$ cat config.mk
export PLATFORM = sky130hd
export DESIGN_NAME = ssrb_source_status_bank
export DESIGN_NICKNAME = d
export VERILOG_FILES = /design/src/rtl/ssrb_pkg.sv /design/src/rtl/ssrb_cond_word.sv /design/src/rtl/ssrb_source_status_bank.sv
export SDC_FILE = /design/constraint.sdc
export NUM_CORES = 1
export LEC_CHECK = 0
export BUFFER_PORTS_ARGS = -buffer_cell sky130_fd_sc_hd__buf_4
export CORE_ASPECT_RATIO = 0.75
export CORE_UTILIZATION = 53
export CTS_CLUSTER_DIAMETER = 100
export DETAILED_ROUTE_END_ITERATION = 6
export PLACE_DENSITY = 0.74
export SLEW_MARGIN = 40
export SYNTH_ARGS = -nofsm -noshare
export SYNTH_HDL_FRONTEND = slang
export SYNTH_HIERARCHICAL = 1
export SYNTH_SLANG_ARGS = --single-unit
$ cat constraint.sdc
create_clock -name clk -period 2.9 [get_ports clk]
set_input_delay 0.145 -clock clk [delete_from_list [all_inputs] [get_ports clk]]
set_output_delay 0.145 -clock clk [all_outputs]
set_load 0.005 [all_outputs]
$ cat src/rtl/ssrb_pkg.sv
package ssrb_pkg;

  localparam int unsigned SSRB_REG_W        = 16;
  localparam int unsigned SSRB_ADDR_W       = 16;
  localparam int unsigned SSRB_CNT_W        = 7;
  localparam int unsigned SSRB_FLAG_W       = 8;
  localparam int unsigned SSRB_NUM_REGS     = 10;
  localparam int unsigned SSRB_IDX_W        = 4;

  // frame addresses (register number minus one)
  localparam logic [15:0] SSRB_ADDR_ALT_STATE  = 16'h03ec;
  localparam logic [15:0] SSRB_ADDR_NORM_VALID = 16'h03ed;
  localparam logic [15:0] SSRB_ADDR_NORM_COND  = 16'h03ee;
  localparam logic [15:0] SSRB_ADDR_ALT_VALID  = 16'h03ef;
  localparam logic [15:0] SSRB_ADDR_ALT_COND   = 16'h03f0;
  localparam logic [15:0] SSRB_ADDR_SHED_CAP   = 16'h03fc;
  localparam logic [15:0] SSRB_ADDR_SHED_STATE = 16'h03fd;
  localparam logic [15:0] SSRB_ADDR_GEN_CAP    = 16'h03fe;
  localparam logic [15:0] SSRB_ADDR_GEN_STATE  = 16'h03ff;
  localparam logic [15:0] SSRB_ADDR_RUN_MODE   = 16'h044b;

  // contiguous mapped blocks, bounds inclusive
  localparam logic [16:0] SSRB_BLK0_LO = 17'h003ec;
  localparam logic [16:0] SSRB_BLK0_HI = 17'h003f0;
  localparam logic [16:0] SSRB_BLK1_LO = 17'h003fc;
  localparam logic [16:0] SSRB_BLK1_HI = 17'h003ff;
  localparam logic [16:0] SSRB_BLK2_LO = 17'h0044b;
  localparam logic [16:0] SSRB_BLK2_HI = 17'h0044b;

  // snapshot slots
  localparam logic [3:0] SSRB_IDX_ALT_STATE  = 4'h0;
  localparam logic [3:0] SSRB_IDX_NORM_VALID = 4'h1;
  localparam logic [3:0] SSRB_IDX_NORM_COND  = 4'h2;
  localparam logic [3:0] SSRB_IDX_ALT_VALID  = 4'h3;
  localparam logic [3:0] SSRB_IDX_ALT_COND   = 4'h4;
  localparam logic [3:0] SSRB_IDX_SHED_CAP   = 4'h5;
  localparam logic [3:0] SSRB_IDX_SHED_STATE = 4'h6;
  localparam logic [3:0] SSRB_IDX_GEN_CAP    = 4'h7;
  localparam logic [3:0] SSRB_IDX_GEN_STATE  = 4'h8;
  localparam logic [3:0] SSRB_IDX_RUN_MODE   = 4'h9;

  // condition bit positions, shared by validity and status words
  localparam int unsigned SSRB_BIT_PHASE_SEQ  = 0;
  localparam int unsigned SSRB_BIT_NEUT_POS   = 1;
  localparam int unsigned SSRB_BIT_UNBALANCE  = 2;
  localparam int unsigned SSRB_BIT_NEUT_LOSS  = 3;
  localparam int unsigned SSRB_BIT_OVER_VOLT  = 4;
  localparam int unsigned SSRB_BIT_UNDER_VOLT = 5;
  localparam int unsigned SSRB_BIT_OVER_FREQ  = 6;
  localparam int unsigned SSRB_BIT_UNDER_FREQ = 7;

  // pole variant codes and the condition bits each one carries
  localparam logic [1:0] SSRB_POLE_TWO   = 2'h0;
  localparam logic [1:0] SSRB_POLE_THREE = 2'h1;
  localparam logic [1:0] SSRB_POLE_FOUR  = 2'h2;
  localparam logic [7:0] SSRB_MASK_FOUR_POLE_VARIANT  = 8'hff;
  localparam logic [7:0] SSRB_MASK_THREE_OR_FOUR_POLE = 8'hf4;
  localparam logic [7:0] SSRB_MASK_ANY_POLE           = 8'hf0;

  // read transaction limits and exception codes
  localparam logic [6:0] SSRB_MAX_READ_COUNT   = 7'h7d;
  localparam logic [7:0] SSRB_EXC_NONE         = 8'h00;
  localparam logic [7:0] SSRB_EXC_ILLEGAL_ADDR = 8'h02;
  localparam logic [7:0] SSRB_EXC_ILLEGAL_VAL  = 8'h03;

  localparam logic [15:0] SSRB_RESET_WORD = 16'h0000;

  typedef enum logic [2:0] {
    SSRB_S_IDLE = 3'b001,
    SSRB_S_SEND = 3'b010,
    SSRB_S_REST = 3'b100
  } ssrb_state_t;

endpackage

$ cat src/rtl/ssrb_cond_word.sv
`timescale 1ns/10ps
`default_nettype none

// builds the validity and status words of one source for the installed pole variant
module ssrb_cond_word (
  input  wire logic [1:0]  poleVariant,
  input  wire logic [7:0]  flagValid,
  input  wire logic [7:0]  flagPresent,
  output logic      [15:0] validWord,
  output logic      [15:0] condWord
);
  import ssrb_pkg::*;

  logic [7:0] applicable;

  always_comb begin
    unique case (poleVariant)
      SSRB_POLE_FOUR:  applicable = SSRB_MASK_FOUR_POLE_VARIANT;
      SSRB_POLE_THREE: applicable = SSRB_MASK_THREE_OR_FOUR_POLE;
      // two-pole and unknown codes fall back to the bits every variant has
      default:         applicable = SSRB_MASK_ANY_POLE;
    endcase
  end

  // upper byte and non-applicable bits read zero
  assign validWord = {8'h00, flagValid & applicable};
  assign condWord  = {8'h00, flagPresent & applicable};

endmodule

`default_nettype wire

$ cat src/rtl/ssrb_source_status_bank.sv
// What this block does
// - alternate state reads 0 range,1 out,2 none
// - normal validity word, bits 0-7, 1=valid
// - normal status word, bit set while condition present
// - alternate validity word mirrors normal validity layout
// - alternate status word mirrors normal status layout
// - bits 0,1,3 four-pole; 2 three/four; 4-7 all
// - load-shed capability and active status words
// - generator-control capability word reads 1 when supported
// - generator state 0 inactive,1 active,2 unable
// - runtime mode 0 init to 5 local
// - 16-bit registers; frame address is number minus one
// - unimplemented address answers illegal data address exception
`timescale 1ns/10ps
`default_nettype none

module ssrb_source_status_bank (
  input  wire logic                        clk,
  input  wire logic                        rstn,
  // read request from the frame engine
  input  wire logic                        reqValid,
  input  wire logic [ssrb_pkg::SSRB_ADDR_W-1:0] reqStart,
  input  wire logic [ssrb_pkg::SSRB_CNT_W-1:0]  reqCount,
  output logic                             reqReady,
  // answer words, one per cycle
  output logic                             wordValid,
  output logic [ssrb_pkg::SSRB_REG_W-1:0]  wordData,
  output logic                             wordLast,
  // exception answer
  output logic                             excValid,
  output logic [7:0]                       excCode,
  // live device state, same clock domain
  input  wire logic [1:0]                  poleVariant,
  input  wire logic [1:0]                  altSourceState,
  input  wire logic [ssrb_pkg::SSRB_FLAG_W-1:0] normFlagValid,
  input  wire logic [ssrb_pkg::SSRB_FLAG_W-1:0] normFlagPresent,
  input  wire logic [ssrb_pkg::SSRB_FLAG_W-1:0] altFlagValid,
  input  wire logic [ssrb_pkg::SSRB_FLAG_W-1:0] altFlagPresent,
  input  wire logic                        loadShedSupported,
  input  wire logic                        loadShedActive,
  input  wire logic                        genCtrlSupported,
  input  wire logic [1:0]                  genCtrlState,
  input  wire logic [2:0]                  runMode
);
  import ssrb_pkg::*;

  typedef struct packed {
    ssrb_state_t                                st;
    logic [SSRB_ADDR_W-1:0]                     addr;
    logic [SSRB_CNT_W-1:0]                      left;
    logic [SSRB_NUM_REGS-1:0][SSRB_REG_W-1:0]   snap;
    logic                                       reqReady;
    logic                                       wordValid;
    logic [SSRB_REG_W-1:0]                      wordData;
    logic                                       wordLast;
    logic                                       excValid;
    logic [7:0]                                 excCode;
  } ssrb_regs_t;

  localparam ssrb_regs_t SSRB_REGS_RESET = '{
    st:        SSRB_S_IDLE,
    addr:      '0,
    left:      '0,
    snap:      '0,
    reqReady:  1'b0,
    wordValid: 1'b0,
    wordData:  SSRB_RESET_WORD,
    wordLast:  1'b0,
    excValid:  1'b0,
    excCode:   SSRB_EXC_NONE
  };

  ssrb_regs_t r;
  ssrb_regs_t next_r;

  logic [1:0][SSRB_REG_W-1:0] srcValidWord;
  logic [1:0][SSRB_REG_W-1:0] srcCondWord;
  logic [1:0][SSRB_FLAG_W-1:0] srcFlagValid;
  logic [1:0][SSRB_FLAG_W-1:0] srcFlagPresent;
  logic [SSRB_NUM_REGS-1:0][SSRB_REG_W-1:0] live;

  assign srcFlagValid[0]   = normFlagValid;
  assign srcFlagPresent[0] = normFlagPresent;
  assign srcFlagValid[1]   = altFlagValid;
  assign srcFlagPresent[1] = altFlagPresent;

  // one condition packer per source
  genvar gi;
  generate
    for (gi = 0; gi < 2; gi++) begin : g_src
      ssrb_cond_word u_cond (
        .poleVariant (poleVariant),
        .flagValid   (srcFlagValid[gi]),
        .flagPresent (srcFlagPresent[gi]),
        .validWord   (srcValidWord[gi]),
        .condWord    (srcCondWord[gi])
      );
    end
  endgenerate

  // live register images, narrow fields zero-extended to 16 bits
  always_comb begin
    live                      = '0;
    live[SSRB_IDX_ALT_STATE]  = {14'h0000, altSourceState};
    live[SSRB_IDX_NORM_VALID] = srcValidWord[0];
    live[SSRB_IDX_NORM_COND]  = srcCondWord[0];
    live[SSRB_IDX_ALT_VALID]  = srcValidWord[1];
    live[SSRB_IDX_ALT_COND]   = srcCondWord[1];
    live[SSRB_IDX_SHED_CAP]   = {15'h0000, loadShedSupported};
    live[SSRB_IDX_SHED_STATE] = {15'h0000, loadShedActive};
    live[SSRB_IDX_GEN_CAP]    = {15'h0000, genCtrlSupported};
    live[SSRB_IDX_GEN_STATE]  = {14'h0000, genCtrlState};
    live[SSRB_IDX_RUN_MODE]   = {13'h0000, runMode};
  end

  // frame address to snapshot slot
  function automatic logic [SSRB_IDX_W-1:0] slotOf(input logic [SSRB_ADDR_W-1:0] a);
    logic [SSRB_IDX_W-1:0] s;
    s = SSRB_IDX_ALT_STATE;
    unique case (a)
      SSRB_ADDR_ALT_STATE:  s = SSRB_IDX_ALT_STATE;
      SSRB_ADDR_NORM_VALID: s = SSRB_IDX_NORM_VALID;
      SSRB_ADDR_NORM_COND:  s = SSRB_IDX_NORM_COND;
      SSRB_ADDR_ALT_VALID:  s = SSRB_IDX_ALT_VALID;
      SSRB_ADDR_ALT_COND:   s = SSRB_IDX_ALT_COND;
      SSRB_ADDR_SHED_CAP:   s = SSRB_IDX_SHED_CAP;
      SSRB_ADDR_SHED_STATE: s = SSRB_IDX_SHED_STATE;
      SSRB_ADDR_GEN_CAP:    s = SSRB_IDX_GEN_CAP;
      SSRB_ADDR_GEN_STATE:  s = SSRB_IDX_GEN_STATE;
      SSRB_ADDR_RUN_MODE:   s = SSRB_IDX_RUN_MODE;
      default:              s = SSRB_IDX_ALT_STATE;
    endcase
    return s;
  endfunction

  // request range checks
  logic [16:0] reqFirst;
  logic [16:0] reqEnd;
  logic        countBad;
  logic        rangeHit;

  assign reqFirst = {1'b0, reqStart};
  assign reqEnd   = reqFirst + {10'h000, reqCount} - 17'h00001;
  assign countBad = (reqCount == '0) || (reqCount > SSRB_MAX_READ_COUNT);

  // whole range must sit inside one implemented block
  always_comb begin
    rangeHit = 1'b0;
    if ((reqFirst >= SSRB_BLK0_LO) && (reqEnd <= SSRB_BLK0_HI)) begin
      rangeHit = 1'b1;
    end
    if ((reqFirst >= SSRB_BLK1_LO) && (reqEnd <= SSRB_BLK1_HI)) begin
      rangeHit = 1'b1;
    end
    if ((reqFirst >= SSRB_BLK2_LO) && (reqEnd <= SSRB_BLK2_HI)) begin
      rangeHit = 1'b1;
    end
  end

  always_comb begin
    next_r           = r;
    next_r.wordValid = 1'b0;
    next_r.wordLast  = 1'b0;
    next_r.excValid  = 1'b0;
    unique case (r.st)
      SSRB_S_IDLE: begin
        next_r.reqReady = 1'b1;
        if (reqValid && r.reqReady) begin
          next_r.reqReady = 1'b0;
          next_r.addr     = reqStart;
          next_r.left     = reqCount;
          // snapshot keeps all words of one answer coherent
          next_r.snap     = live;
          if (countBad) begin
            next_r.excValid = 1'b1;
            next_r.excCode  = SSRB_EXC_ILLEGAL_VAL;
            next_r.st       = SSRB_S_REST;
          end else if (!rangeHit) begin
            next_r.excValid = 1'b1;
            next_r.excCode  = SSRB_EXC_ILLEGAL_ADDR;
            next_r.st       = SSRB_S_REST;
          end else begin
            next_r.excCode  = SSRB_EXC_NONE;
            next_r.st       = SSRB_S_SEND;
          end
        end
      end
      SSRB_S_SEND: begin
        next_r.wordValid = 1'b1;
        next_r.wordData  = r.snap[slotOf(r.addr)];
        next_r.wordLast  = (r.left == 7'h01);
        next_r.addr      = r.addr + 16'h0001;
        next_r.left      = r.left - 7'h01;
        if (r.left == 7'h01) begin
          next_r.st = SSRB_S_REST;
        end
      end
      SSRB_S_REST: begin
        next_r.reqReady = 1'b1;
        next_r.st       = SSRB_S_IDLE;
      end
    endcase
  end

  always_ff @(posedge clk or negedge rstn) begin
    if (!rstn) begin
      r <= SSRB_REGS_RESET;
    end else begin
      r <= next_r;
    end
  end

  assign reqReady  = r.reqReady;
  assign wordValid = r.wordValid;
  assign wordData  = r.wordData;
  assign wordLast  = r.wordLast;
  assign excValid  = r.excValid;
  assign excCode   = r.excCode;

endmodule

`default_nettype wire

==> results of run 1 <==
per-layer routing:
metal  wire, um  GRT usage [%]
met1      10200           43.0
met2       8820           40.6
met3       1310           4.83
met4        157           6.84
met5          0              0
worst register-to-register path, cell delays in order (launching register included):
cell and delay (ps):
dfrtp_1 430, nor4_2 310, or3b_1 450, nor2_1 230, nand3_1 300, buf_4 320
a21oi_1 240, a221oi_1 90, o31ai_1 200
metrics by stage:
stage / TNS (ps) / power, mW / setup slack (ps) / util (%)
CTS: 0 / 6.97 / 52.9 / 66.9
floorplan: 0 / 4.24 / 48.0 / -
global placement: -853 / 4.85 / -274 / 61.2
global route: -21.6 / 7.48 / -11.5 / 67.3
detailed placement: -1190 / 4.91 / -357 / 61.2
finish: 0 / 7.00 / 142 / 67.3
final timing paths:
kind	cells after the start	slack (ps)	end	start
max	15	140	excCode[1]	reqStart[1]
min in group asynchronous	2	180	excValid	rstn
min reg2reg	2	470	r[46]	r[46]
min	3	20	r[209]	reqStart[14]
max in group asynchronous	3	2010	r[92]	rstn
max reg2reg	8	240	wordData[7]	r[207]
cell families (layout without fill, tap and decap cells):
logic type	after synthesis	after routing	share of synthesized area [%]
AO/OA/AOI/OAI	191	191	16.2
XOR/XNOR	5	5	0.549
adder cells (fa/ha/maj)	40	40	6.37
buffers and inverters	172	284	11.8
flip-flops	122	122	38.3
multiplexers	10	10	1.30
other	3	38	0.141
AND/OR/NAND/NOR	451	451	25.3
layout make-up:
type | count | area (um^2)
clock buffer | 22 | 454
clock inverter | 10 | 103
fill | 1238 | 4770
inverter | 53 | 199
multi-input combinational | 735 | 4150
sequential | 122 | 3050
tap | 200 | 250
timing repair buffer | 199 | 1620
timing repair:
action,4_1_cts,5_1_grt
buffers inserted,0,1
gates resized for setup,0,6
hold endpoints to repair,48,0
setup endpoints to repair,0,5
hold buffers,27,0
registers in the layout (all words and copies together), names as in the netlist:
register   count
reqReady       1
excCode        2
wordLast       1
excValid       1
r            100
wordData      16
wordValid      1
placed cells by master, fill, tap and decap left out, drive strengths merged, types with 12 or more instances in the layout:
cell type    netlist  final
o31ai             20     20
nor2b             17     17
a211oi            12     12
buf               81    171
ha                39     39
nor3              18     18
dfrtp            121    121
a21oi             65     65
o21ai             22     22
and2              18     18
inv               53     53
conb               3     38
a221oi            18     18
nand2            286    286
clkbuf            38     23
nor2              43     43
nand3             17     17
dlygate4sd3        0     27
power breakdown:
group / internal [mW] / switching (mW) / total (mW)
clock: 1.27 / 0.741 / 2.02
combinational: 0.913 / 1.20 / 2.11
sequential: 2.37 / 0.506 / 2.88
total: 4.56 / 2.44 / 7.00
==> results.txt, run 1 <==
In the post-synthesis netlist, the cell with the most instances is nand2_1. The wire length of the first global-routing pass is 33800 um. The type of destination of the critical path is a flop. The setup violation total in the final timing report is 0.

The number of register bits inferred by synthesis came out at 122. The buffering stage count on the worst path with inverters included is 4. Traced cell by cell, the critical path runs through buf_4 -> inv_1 -> ha_1 -> inv_1 -> ha_1 -> inv_1 -> fa_1 -> nand2b_1 -> a21o_1 -> a21oi_2 -> or4_1 -> o2111ai_1 -> or3_1 -> nand4b_4 -> mux2_1. The synthesized area per cell is 8.02 um^2. The endpoint required time on the critical path came out at 3190 ps.

STA classifies the critical path startpoint as a primary input. The final layout contains routed wiring with a total length of 20500 um. The core region area is 14600 um^2. Setup repair after global routing could not meet its margin everywhere. Among all flip-flop cells after synthesis, the most frequent one is dfrtp_1. With fillers left out, the area of the finished cells amounts to 9830 um^2. The power per standard cell area is 713 nW/um^2. The H-tree was split into 4 levels. The flow ran to the end, and the final reports show no timing, DRC or antenna violations. The final critical path takes up 95.1% of the cycle. The routability congestion estimate is 0.925. The max-slew violation count is 0.

By instance count, the cell type seen most on the critical path is inv_1. Among cell families on the critical path, the largest total delay comes from simple AND/OR/NAND/NOR gates. By count the netlist is led by nand2_1 (286), dfrtp_1 (121), buf_4 (75), a21oi_1 (65), inv_1 (53).

The CTS sink count came out at 122. The critical setup path kind is in2reg. Of all nets on the critical path, the largest fanout is 4.

The number of antenna diodes came out at 0. The clock skew came out at 11.1 ps. The tree is rooted in a clkbuf_16. The placed cell area is 8940 um^2.

The slowest stage of the critical path belongs to the cell fa_1. The actual slew at the worst max-slew pin came out at 727 ps. Pin placement for this block handled 98 I/O pins.

The worst max-slew margin expressed relative to the limit is 51.5%. The die area is 15500 um^2. Derived from the worst setup path, the maximum achievable clock frequency is 363 MHz. Of all cell types, the one taking the most synthesized area is dfrtp_1. The number of DRC violations after detailed routing came out at 0. The max-capacitance violation count came out at 0. The cell area after synthesis came out at 7970 um^2. The stage delay of the slowest cell on the critical path is 440 ps. The share of the synthesized area in the top cell type came out at 38.0%. The HPWL after detailed placement is 14100 um. The number of antenna-violating nets in the routed design came out at 0. The worst vdd rail ir drop came out at 0.434 mV. The DRC violation total after the first TritonRoute iteration came out at 786.

The CTS tree is yes. The share of layout cells above drive strength 1 is 19.2%. The die extent in y is 108 um. The signal arrival time at the worst endpoint is 3050 ps.

The number of nets in the final layout is 1238. Synthesis produced 994 cells. The time the worst path needs with I/O delays and setup came out at 2760 ps. The area added between synthesis and finish came out at 23.3%.

The detail-routed net length per standard cell is 15.3 um. The worst hold slack across all endpoints is 19.3 ps. The async set-or-reset flop fraction in the synthesized netlist is 100%. Global routing used 28.0% of the available tracks across all layers.

After detailed routing, the number of vias per cell comes to 5.36. The row count is 38. The share of the yosys chip area belonging to registers is 38.3%. The number of enable flip-flop cells after synthesis is 0. In the post-synthesis netlist, the biggest area contributors are dfrtp_1 (38%), nand2_1 (13%), buf_4 (7.1%), ha_1 (6.1%), a21oi_1 (4.1%). The total number of vias came out at 7183. Once the floorplan was initialized, standard cells occupied 54.6% of the core.

The die is 144 um wide. The number of antenna violations at the first check in global routing was 0. The detailed-router iteration count before antenna repair came out at 5. After clock tree synthesis, the clock-pin slew on the worst setup and hold paths is 50 ps. The clock passes through at most 2 buffers. The number of warnings issued by yosys came out at 6. The CTS buffer count came out at 17. The cell leakage power came out at 4.91 nW. The count of input and output buffers came out at 91. The hold violation count in the final report is 0.

The count of unique library cells instantiated by Yosys came out at 74. The maximum number of pins on one net before global-route repair is 79. The total overflow left after global routing is 0. The latest clock arrival within the worst-skew pair came out at 410 ps. Counting tap cells, the placed design contains a total of 1280 instances.

The class of the worst hold path is in2reg. After the flow finishes, the layout carries non-filler instances totaling 1341. The number of global-route vias before repair came out at 6680.
No activity file was read; power rests on OpenSTA's default activity.
==> inputs of run 2 (changes only) <==
Settings changed: GPL_TIMING_DRIVEN from default to 0.
==> run 2 against run 1 <==
Effect of this change:
- critical path depth did not move
- die area stayed put
- hold slack got worse by 12 ps
- first-iteration DRC count is 13% lower
- sequential share of layout area shrank 0.61 points
- register-to-register slack got worse by 110 ps
- critical path type unchanged
- largest power group unchanged
==> results.txt, run 2 (synthesized netlist as in run 1, its figures left out) <==
The residual overflow from global routing came out at 0 (unchanged). Run status: completed (unchanged). The cell leakage power is 4.99 nW (was 4.91 nW). The power per standard cell area came out at 730 nW/um^2 (was 713 nW/um^2). The starting density of the core is 54.6% (unchanged). The power consumption is 7.31 mW (was 7.00 mW).

The total length of routed wires is 21400 um (was 20500 um). The number of DRC violations after detailed routing came out at 0 (unchanged). The area added between synthesis and finish is 25.8% (was 23.3%).

The number of H-tree branching levels is 4 (unchanged). The count of input and output buffers came to 75 (was 91). The clock slew at the register clock pins of the worst setup and hold paths is 60 ps (was 50 ps). The post-detailed-placement half-perimeter wirelength was 15600 um (was 14100 um).

The overall fraction of global-route tracks in use was 29.1% (was 28.0%). The latest clock arrival within the worst-skew pair was 410 ps (about the same). The leading cell type in the layout, fill and taps excluded is nand2_1 (unchanged). The register name with the most flops is r (unchanged).

The worst setup margin came to 108 ps (was 142 ps). The net switching power came to 2.54 mW (was 2.44 mW). The CTS tree is yes (unchanged).

The cell at the root of the clock tree is clkbuf_16 (unchanged). Commonest cells after routing, fill and taps aside: nand2_1 (286), buf_4 (153), dfrtp_1 (121), a21oi_1 (61), inv_1 (53) (was nand2_1 (286), buf_4 (168), dfrtp_1 (121), a21oi_1 (64), inv_1 (53)). The critical setup path kind is in2reg (unchanged). The wire length of the first global-routing pass came to 34600 um (was 33800 um). The core region area is 14600 um^2 (unchanged).

The placed cell area is 8950 um^2 (was 8940 um^2). The fraction of power spent switching nets is 34.7% (was 34.9%). The total number of vias came to 7414 (was 7183). The flip-flop count of the largest register after layout is 100 (unchanged). The post-route cell area came out at 10000 um^2 (was 9830 um^2). The time the worst path needs with I/O delays and setup is 2790 ps (was 2760 ps). The DRC violation total after the first TritonRoute iteration came out at 680 (was 786). The detailed-router iteration count before antenna repair came to 5 (unchanged). The max-capacitance violation count came out at 0 (unchanged). The actual slew at the worst max-slew pin came out at 664 ps (was 727 ps). The CTS sink count came to 122 (unchanged). The endpoint required time on the critical path came out at 3190 ps (about the same). The internal power component is 4.78 mW (was 4.56 mW).

The worst vdd rail ir drop was 0.411 mV (was 0.434 mV). The type of destination of the critical path is a flop (unchanged). The die area is 15500 um^2 (unchanged).

The top-level port count came out at 98 (unchanged). The setup violation total in the final timing report came to 0 (unchanged). The number of fill cells in the layout is 1204 (was 1238). The worst max-slew margin expressed relative to the limit was 55.8% (was 51.5%). The share of total power in combinational logic came out at 30.1% (about the same).

The worst slack at placement was -724 ps (was -357 ps). The die extent in y came out at 108 um (unchanged). The hold violation count in the final report is 0 (unchanged). The total area of sequential cells came out at 3050 um^2 (unchanged).

The maximum fanout encountered on the critical timing path came out at 4 (unchanged). The number of antenna-violating nets in the routed design came out at 0 (unchanged). The horizontal die dimension was 144 um (unchanged). The number of buffers on the longest clock path came out at 2 (unchanged). The signal arrival time at the worst endpoint is 3080 ps (was 3050 ps). The class of the worst hold path is in2reg (unchanged).

The number of global-route vias before repair came out at 6826 (was 6680). The maximum achievable frequency came to 358 MHz (was 363 MHz). RSZ-0062 raised after global routing: true (unchanged). The routability congestion estimate was 0.912 (was 0.925). The portion of the clock cycle consumed by the worst path in the final layout is 96.3% (was 95.1%). The number of antenna violations at the first check in global routing is 0 (unchanged). The number of nets in the final layout was 1267 (was 1238).

The multi-input logic area is 4230 um^2 (was 4150 um^2). The detail-routed net length per standard cell came to 15.6 um (was 15.3 um). The portion of total power attributed to sequential cells is 39.2% (was 41.1%).

The row count is 38 (unchanged). The clock skew is 8.86 ps (was 11.1 ps). The max-slew violation count came out at 0 (unchanged). The CTS buffer count came out at 17 (unchanged). The share of layout cells above drive strength 1 was 18.9% (was 19.2%). The element type at the critical path start was a primary input (unchanged). The maximum number of pins on one net before global-route repair came out at 74 (was 79). The average vias per placed instance came out at 5.41 (was 5.36). The core occupancy in the finished layout is 68.7% (was 67.3%). The relative contribution of the clock network to total power came to 30.7% (was 28.8%). The number of antenna diodes came out at 0 (unchanged).
## run 2: changes by cell type in the layout (fill, tap and decap cells not counted), sizes merged
cell | previous run | this run
buf | 171 | 162
dlygate4sd3 | 27 | 30
bufinv | 2 | 4
clkbuf | 23 | 60
clkinv | 7 | 3
## run 2: worst paths after layout
| path | from | end | cells after the start | slack [ps] |
|---|---|---|---|---|
| setup / recovery | reqStart[1] | excCode[1] | 15 | 110 |
| hold / removal | reqCount[0] | r[188] | 3 | 7 |
| setup reg to reg | r[207] | wordData[5] | 10 | 130 |
| hold reg to reg | r[78] | r[78] | 2 | 470 |
| max in group asynchronous | rstn | r[78] | 3 | 1960 |
| min in group asynchronous | rstn | excValid | 2 | 250 |
## run 2: final cells by class
| cell class | count | area share, % |
|---|---|---|
| repair buffers | 110 | 9.26 |
| well taps | 200 | 2.50 |
| inverters | 53 | 1.98 |
| clock buffers | 24 | 4.81 |
| clock inverters | 8 | 1.42 |
| plain buffers | 118 | 7.38 |
| multi-input cells | 735 | 42.2 |
| flip-flops and latches | 122 | 30.5 |
## run 2: power groups by stage
stage	clock, mW	combinational, mW	sequential, mW
detailed placement	0	2.07	2.86
global route	2.34	2.50	2.94
floorplan	0	1.53	2.71
finish	2.25	2.20	2.87
CTS	2.26	2.14	2.85
global placement	0	2.00	2.85
## run 2: critical path, cell delays in order
cell and delay [ps]:
buf_4 110, inv_1 40, ha_1 270, inv_1 60
ha_1 180, inv_1 70, fa_2 380, nand2b_4 170
a21o_1 220, a21oi_4 200, o311ai_2 120, and3_4 220
a311oi_4 360, nand4b_4 200, mux2_1 330
## run 2: per-stage QoR
step	hold WS [ps]	std cells	setup TNS [ps]
after floorplan	-151	1029	0
after global placement	337	1304	-2340
after detailed placement	83.4	1305	-2500
after CTS	1.74	1367	0
after global routing	24.6	1370	-180
final	6.99	1370	0
## run 2: timing repair
action                                  4_1_cts  5_1_grt
hold endpoints to repair                     78        0
endpoints found under the setup margin       10       17
pin swaps                                     0        7
gates resized for setup                       8       21
buffers inserted                              0        4
hold buffers                                 30        0
## run 2: metal layers
layer	global-route usage, %	vias to the layer above	wire, um
met4	5.78	0	232
met2	41.7	319	9070
met3	5.98	22	1630
met1	44.8	3462	10500
li1	-	3611	-
met5	0	-	0
==> inputs of run 3 (changes only) <==
Settings changed: CORE_UTILIZATION 53 to 60, PLACE_DENSITY 0.74 to 0.82.
==> run 3 against run 2 <==
Effect of this change:
- power shrank 2.2%
- hold slack worse by 3.6 ps
- first-iteration DRC count increased by 6.9%
- setup slack worse by 37 ps
- non-clock buffer count shrank 3
- die area shrank 11%
- maximum frequency down 1.3%
- global-route usage up 3.6 points
- clock-buffer cell count up 1
- largest cell class unchanged
==> results.txt, run 3 (synthesized netlist as in run 1, its figures left out) <==
The number of DRC violations after detailed routing is 0 (unchanged). The worst vdd rail ir drop is 0.532 mV (was 0.411 mV). The die extent in y came out at 102 um (was 108 um). The wire length of the first global-routing pass is 34600 um (about the same). The critical setup path kind is reg2reg (was in2reg). The worst hold slack across all endpoints came out at 3.42 ps (was 6.99 ps). The number of global-route vias before repair is 6841 (was 6826). The number of antenna-violating nets in the routed design came out at 0 (unchanged). The hold violation count in the final report is 0 (unchanged). The residual overflow from global routing is 0 (unchanged).

The register name with the most flops was r (unchanged). The share of layout cells above drive strength 1 came to 18.5% (was 18.9%). The average vias per placed instance is 5.69 (was 5.41). The top-level port count is 98 (unchanged). The die area is 13800 um^2 (was 15500 um^2). The horizontal die dimension is 135 um (was 144 um). The cell at the root of the clock tree is clkbuf_16 (unchanged).

RSZ-0062 raised after global routing: true (unchanged). The CTS sink count came out at 122 (unchanged). The latest clock arrival within the worst-skew pair was 420 ps (was 410 ps). The placed cell area is 8910 um^2 (was 8950 um^2).

The leading cell type in the layout, fill and taps excluded is nand2_1 (unchanged). The type of destination of the critical path is a flop (unchanged). The endpoint required time on the critical path was 3210 ps (was 3190 ps).

The detailed-router iteration count before antenna repair came out at 5 (unchanged). The clock skew is 5.93 ps (was 8.86 ps). The portion of the clock cycle consumed by the worst path in the final layout came out at 97.6% (was 96.3%). The total length of routed wires was 21800 um (was 21400 um).

The post-route cell area is 9900 um^2 (was 10000 um^2). The element type at the critical path start is a flop (was primary input). The area added between synthesis and finish is 24.2% (was 25.8%). The number of nets in the final layout is 1264 (was 1267). The time the worst path needs with I/O delays and setup came out at 2830 ps (was 2790 ps). The routability congestion estimate came out at 0.914 (was 0.912).

The maximum achievable frequency came to 353 MHz (was 358 MHz). The max-capacitance violation count was 0 (unchanged). The flip-flop count of the largest register after layout was 100 (unchanged). The CTS buffer count was 17 (unchanged). The power per standard cell area came out at 722 nW/um^2 (was 730 nW/um^2). The maximum fanout encountered on the critical timing path is 10 (was 4).

The row count is 36 (was 38). The overall fraction of global-route tracks in use came out at 32.6% (was 29.1%). The number of antenna diodes came to 0 (unchanged). The worst max-slew margin expressed relative to the limit came to 56.2% (was 55.8%). The cell leakage power is 4.95 nW (was 4.99 nW). The post-detailed-placement half-perimeter wirelength came out at 15100 um (was 15600 um). The clock slew at the register clock pins of the worst setup and hold paths came out at 50 ps (was 60 ps). The starting density of the core came out at 61.4% (was 54.6%). The signal arrival time at the worst endpoint came out at 3140 ps (was 3080 ps). The number of antenna violations at the first check in global routing came out at 0 (unchanged).

The core region area came to 13000 um^2 (was 14600 um^2). The count of input and output buffers is 75 (unchanged). Run status: completed (unchanged). The setup violation total in the final timing report is 0 (unchanged). The DRC violation total after the first TritonRoute iteration came out at 727 (was 680). The total number of vias came to 7608 (was 7414). The class of the worst hold path is in2reg (unchanged). The number of buffers on the longest clock path is 2 (unchanged). The CTS tree was yes (unchanged). The maximum number of pins on one net before global-route repair came out at 76 (was 74). The core occupancy in the finished layout is 76.3% (was 68.7%). The max-slew violation count came out at 0 (unchanged). The number of H-tree branching levels came out at 4 (unchanged). The actual slew at the worst max-slew pin was 657 ps (was 664 ps). Commonest cells after routing, fill and taps aside: nand2_1 (286), buf_4 (150), dfrtp_1 (121), a21oi_1 (63), inv_1 (53) (was nand2_1 (286), buf_4 (153), dfrtp_1 (121), a21oi_1 (61), inv_1 (53)).

The detail-routed net length per standard cell is 16.3 um (was 15.6 um).
run 3: cell types whose count changed in the layout (fill, tap and decap cells not counted), moves of 2 or more:
cell / previous run / this run
clkbuf_2: 2 / 4
a21oi_2: 3 / 1
clkbuf_1: 38 / 36
clkbuf_8: 3 / 6
a21oi_1: 61 / 63
bufinv_16: 4 / 1
buf_4: 153 / 150
run 3: cell type report:
cell class / count / area (um^2)
fillers: 935 / 3070
flip-flops and latches: 122 / 3050
clock buffers: 25 / 515
inverters: 53 / 199
well taps: 171 / 214
repair buffers: 107 / 906
plain buffers: 118 / 741
clock inverters: 7 / 65.1
multi-input cells: 735 / 4210
run 3: layer usage:
layer | up-vias | share of wire, % | global-route usage, %
li1 | 3609 | - | -
met1 | 3565 | 46 | 48.5
met2 | 394 | 43 | 48.4
met3 | 40 | 9.0 | 7.04
met4 | 0 | 1.8 | 8.56
met5 | - | 0 | 0
run 3: worst paths after layout:
kind / end / from / slack [ps] / depth (start not counted)
min in group asynchronous: excCode[1] / rstn / 220 / 2
worst max-delay path: wordData[6] / r[207] / 70 / 10
worst max register to register: wordData[6] / r[207] / 70 / 10
worst min register to register: r[46] / r[46] / 470 / 2
max in group asynchronous: r[206] / rstn / 1990 / 3
worst min-delay path: r[197] / reqStart[2] / 3 / 3
run 3: where the power goes:
group / switching, mW / leakage (nW) / internal (mW) / total (mW)
clock: 0.750 / 0.285 / 1.31 / 2.06
combinational: 1.33 / 3.12 / 0.890 / 2.22
sequential: 0.501 / 1.54 / 2.37 / 2.87
run 3: metrics by stage:
stage / setup slack (ps) / setup TNS (ps) / power, mW / instances
finish: 71.0 / 0 / 7.15 / 1338
global route: -21.6 / -86.0 / 7.56 / 1338
CTS: 14.5 / 0 / 7.05 / 1338
detailed placement: -661 / -2310 / 4.92 / 1276
global placement: -636 / -2180 / 4.83 / 1275
floorplan: 48.0 / 0 / 4.24 / 1029
run 3: worst max-delay path, stage by stage, from the launching register on:
cell	delay, ps
dfrtp_1	440
nor4_2	310
or3b_1	440
nor4_4	290
buf_4	210
buf_6	170
buf_4	170
nand2_1	70
a21oi_1	260
a221oi_1	110
o31ai_1	240
run 3: what timing repair did:
item	CTS	global route
buffers inserted	0	1
gates resized for setup	5	19
pin swaps	0	4
hold buffers	30	0
endpoints found under the setup margin	4	15
hold endpoints to repair	76	0
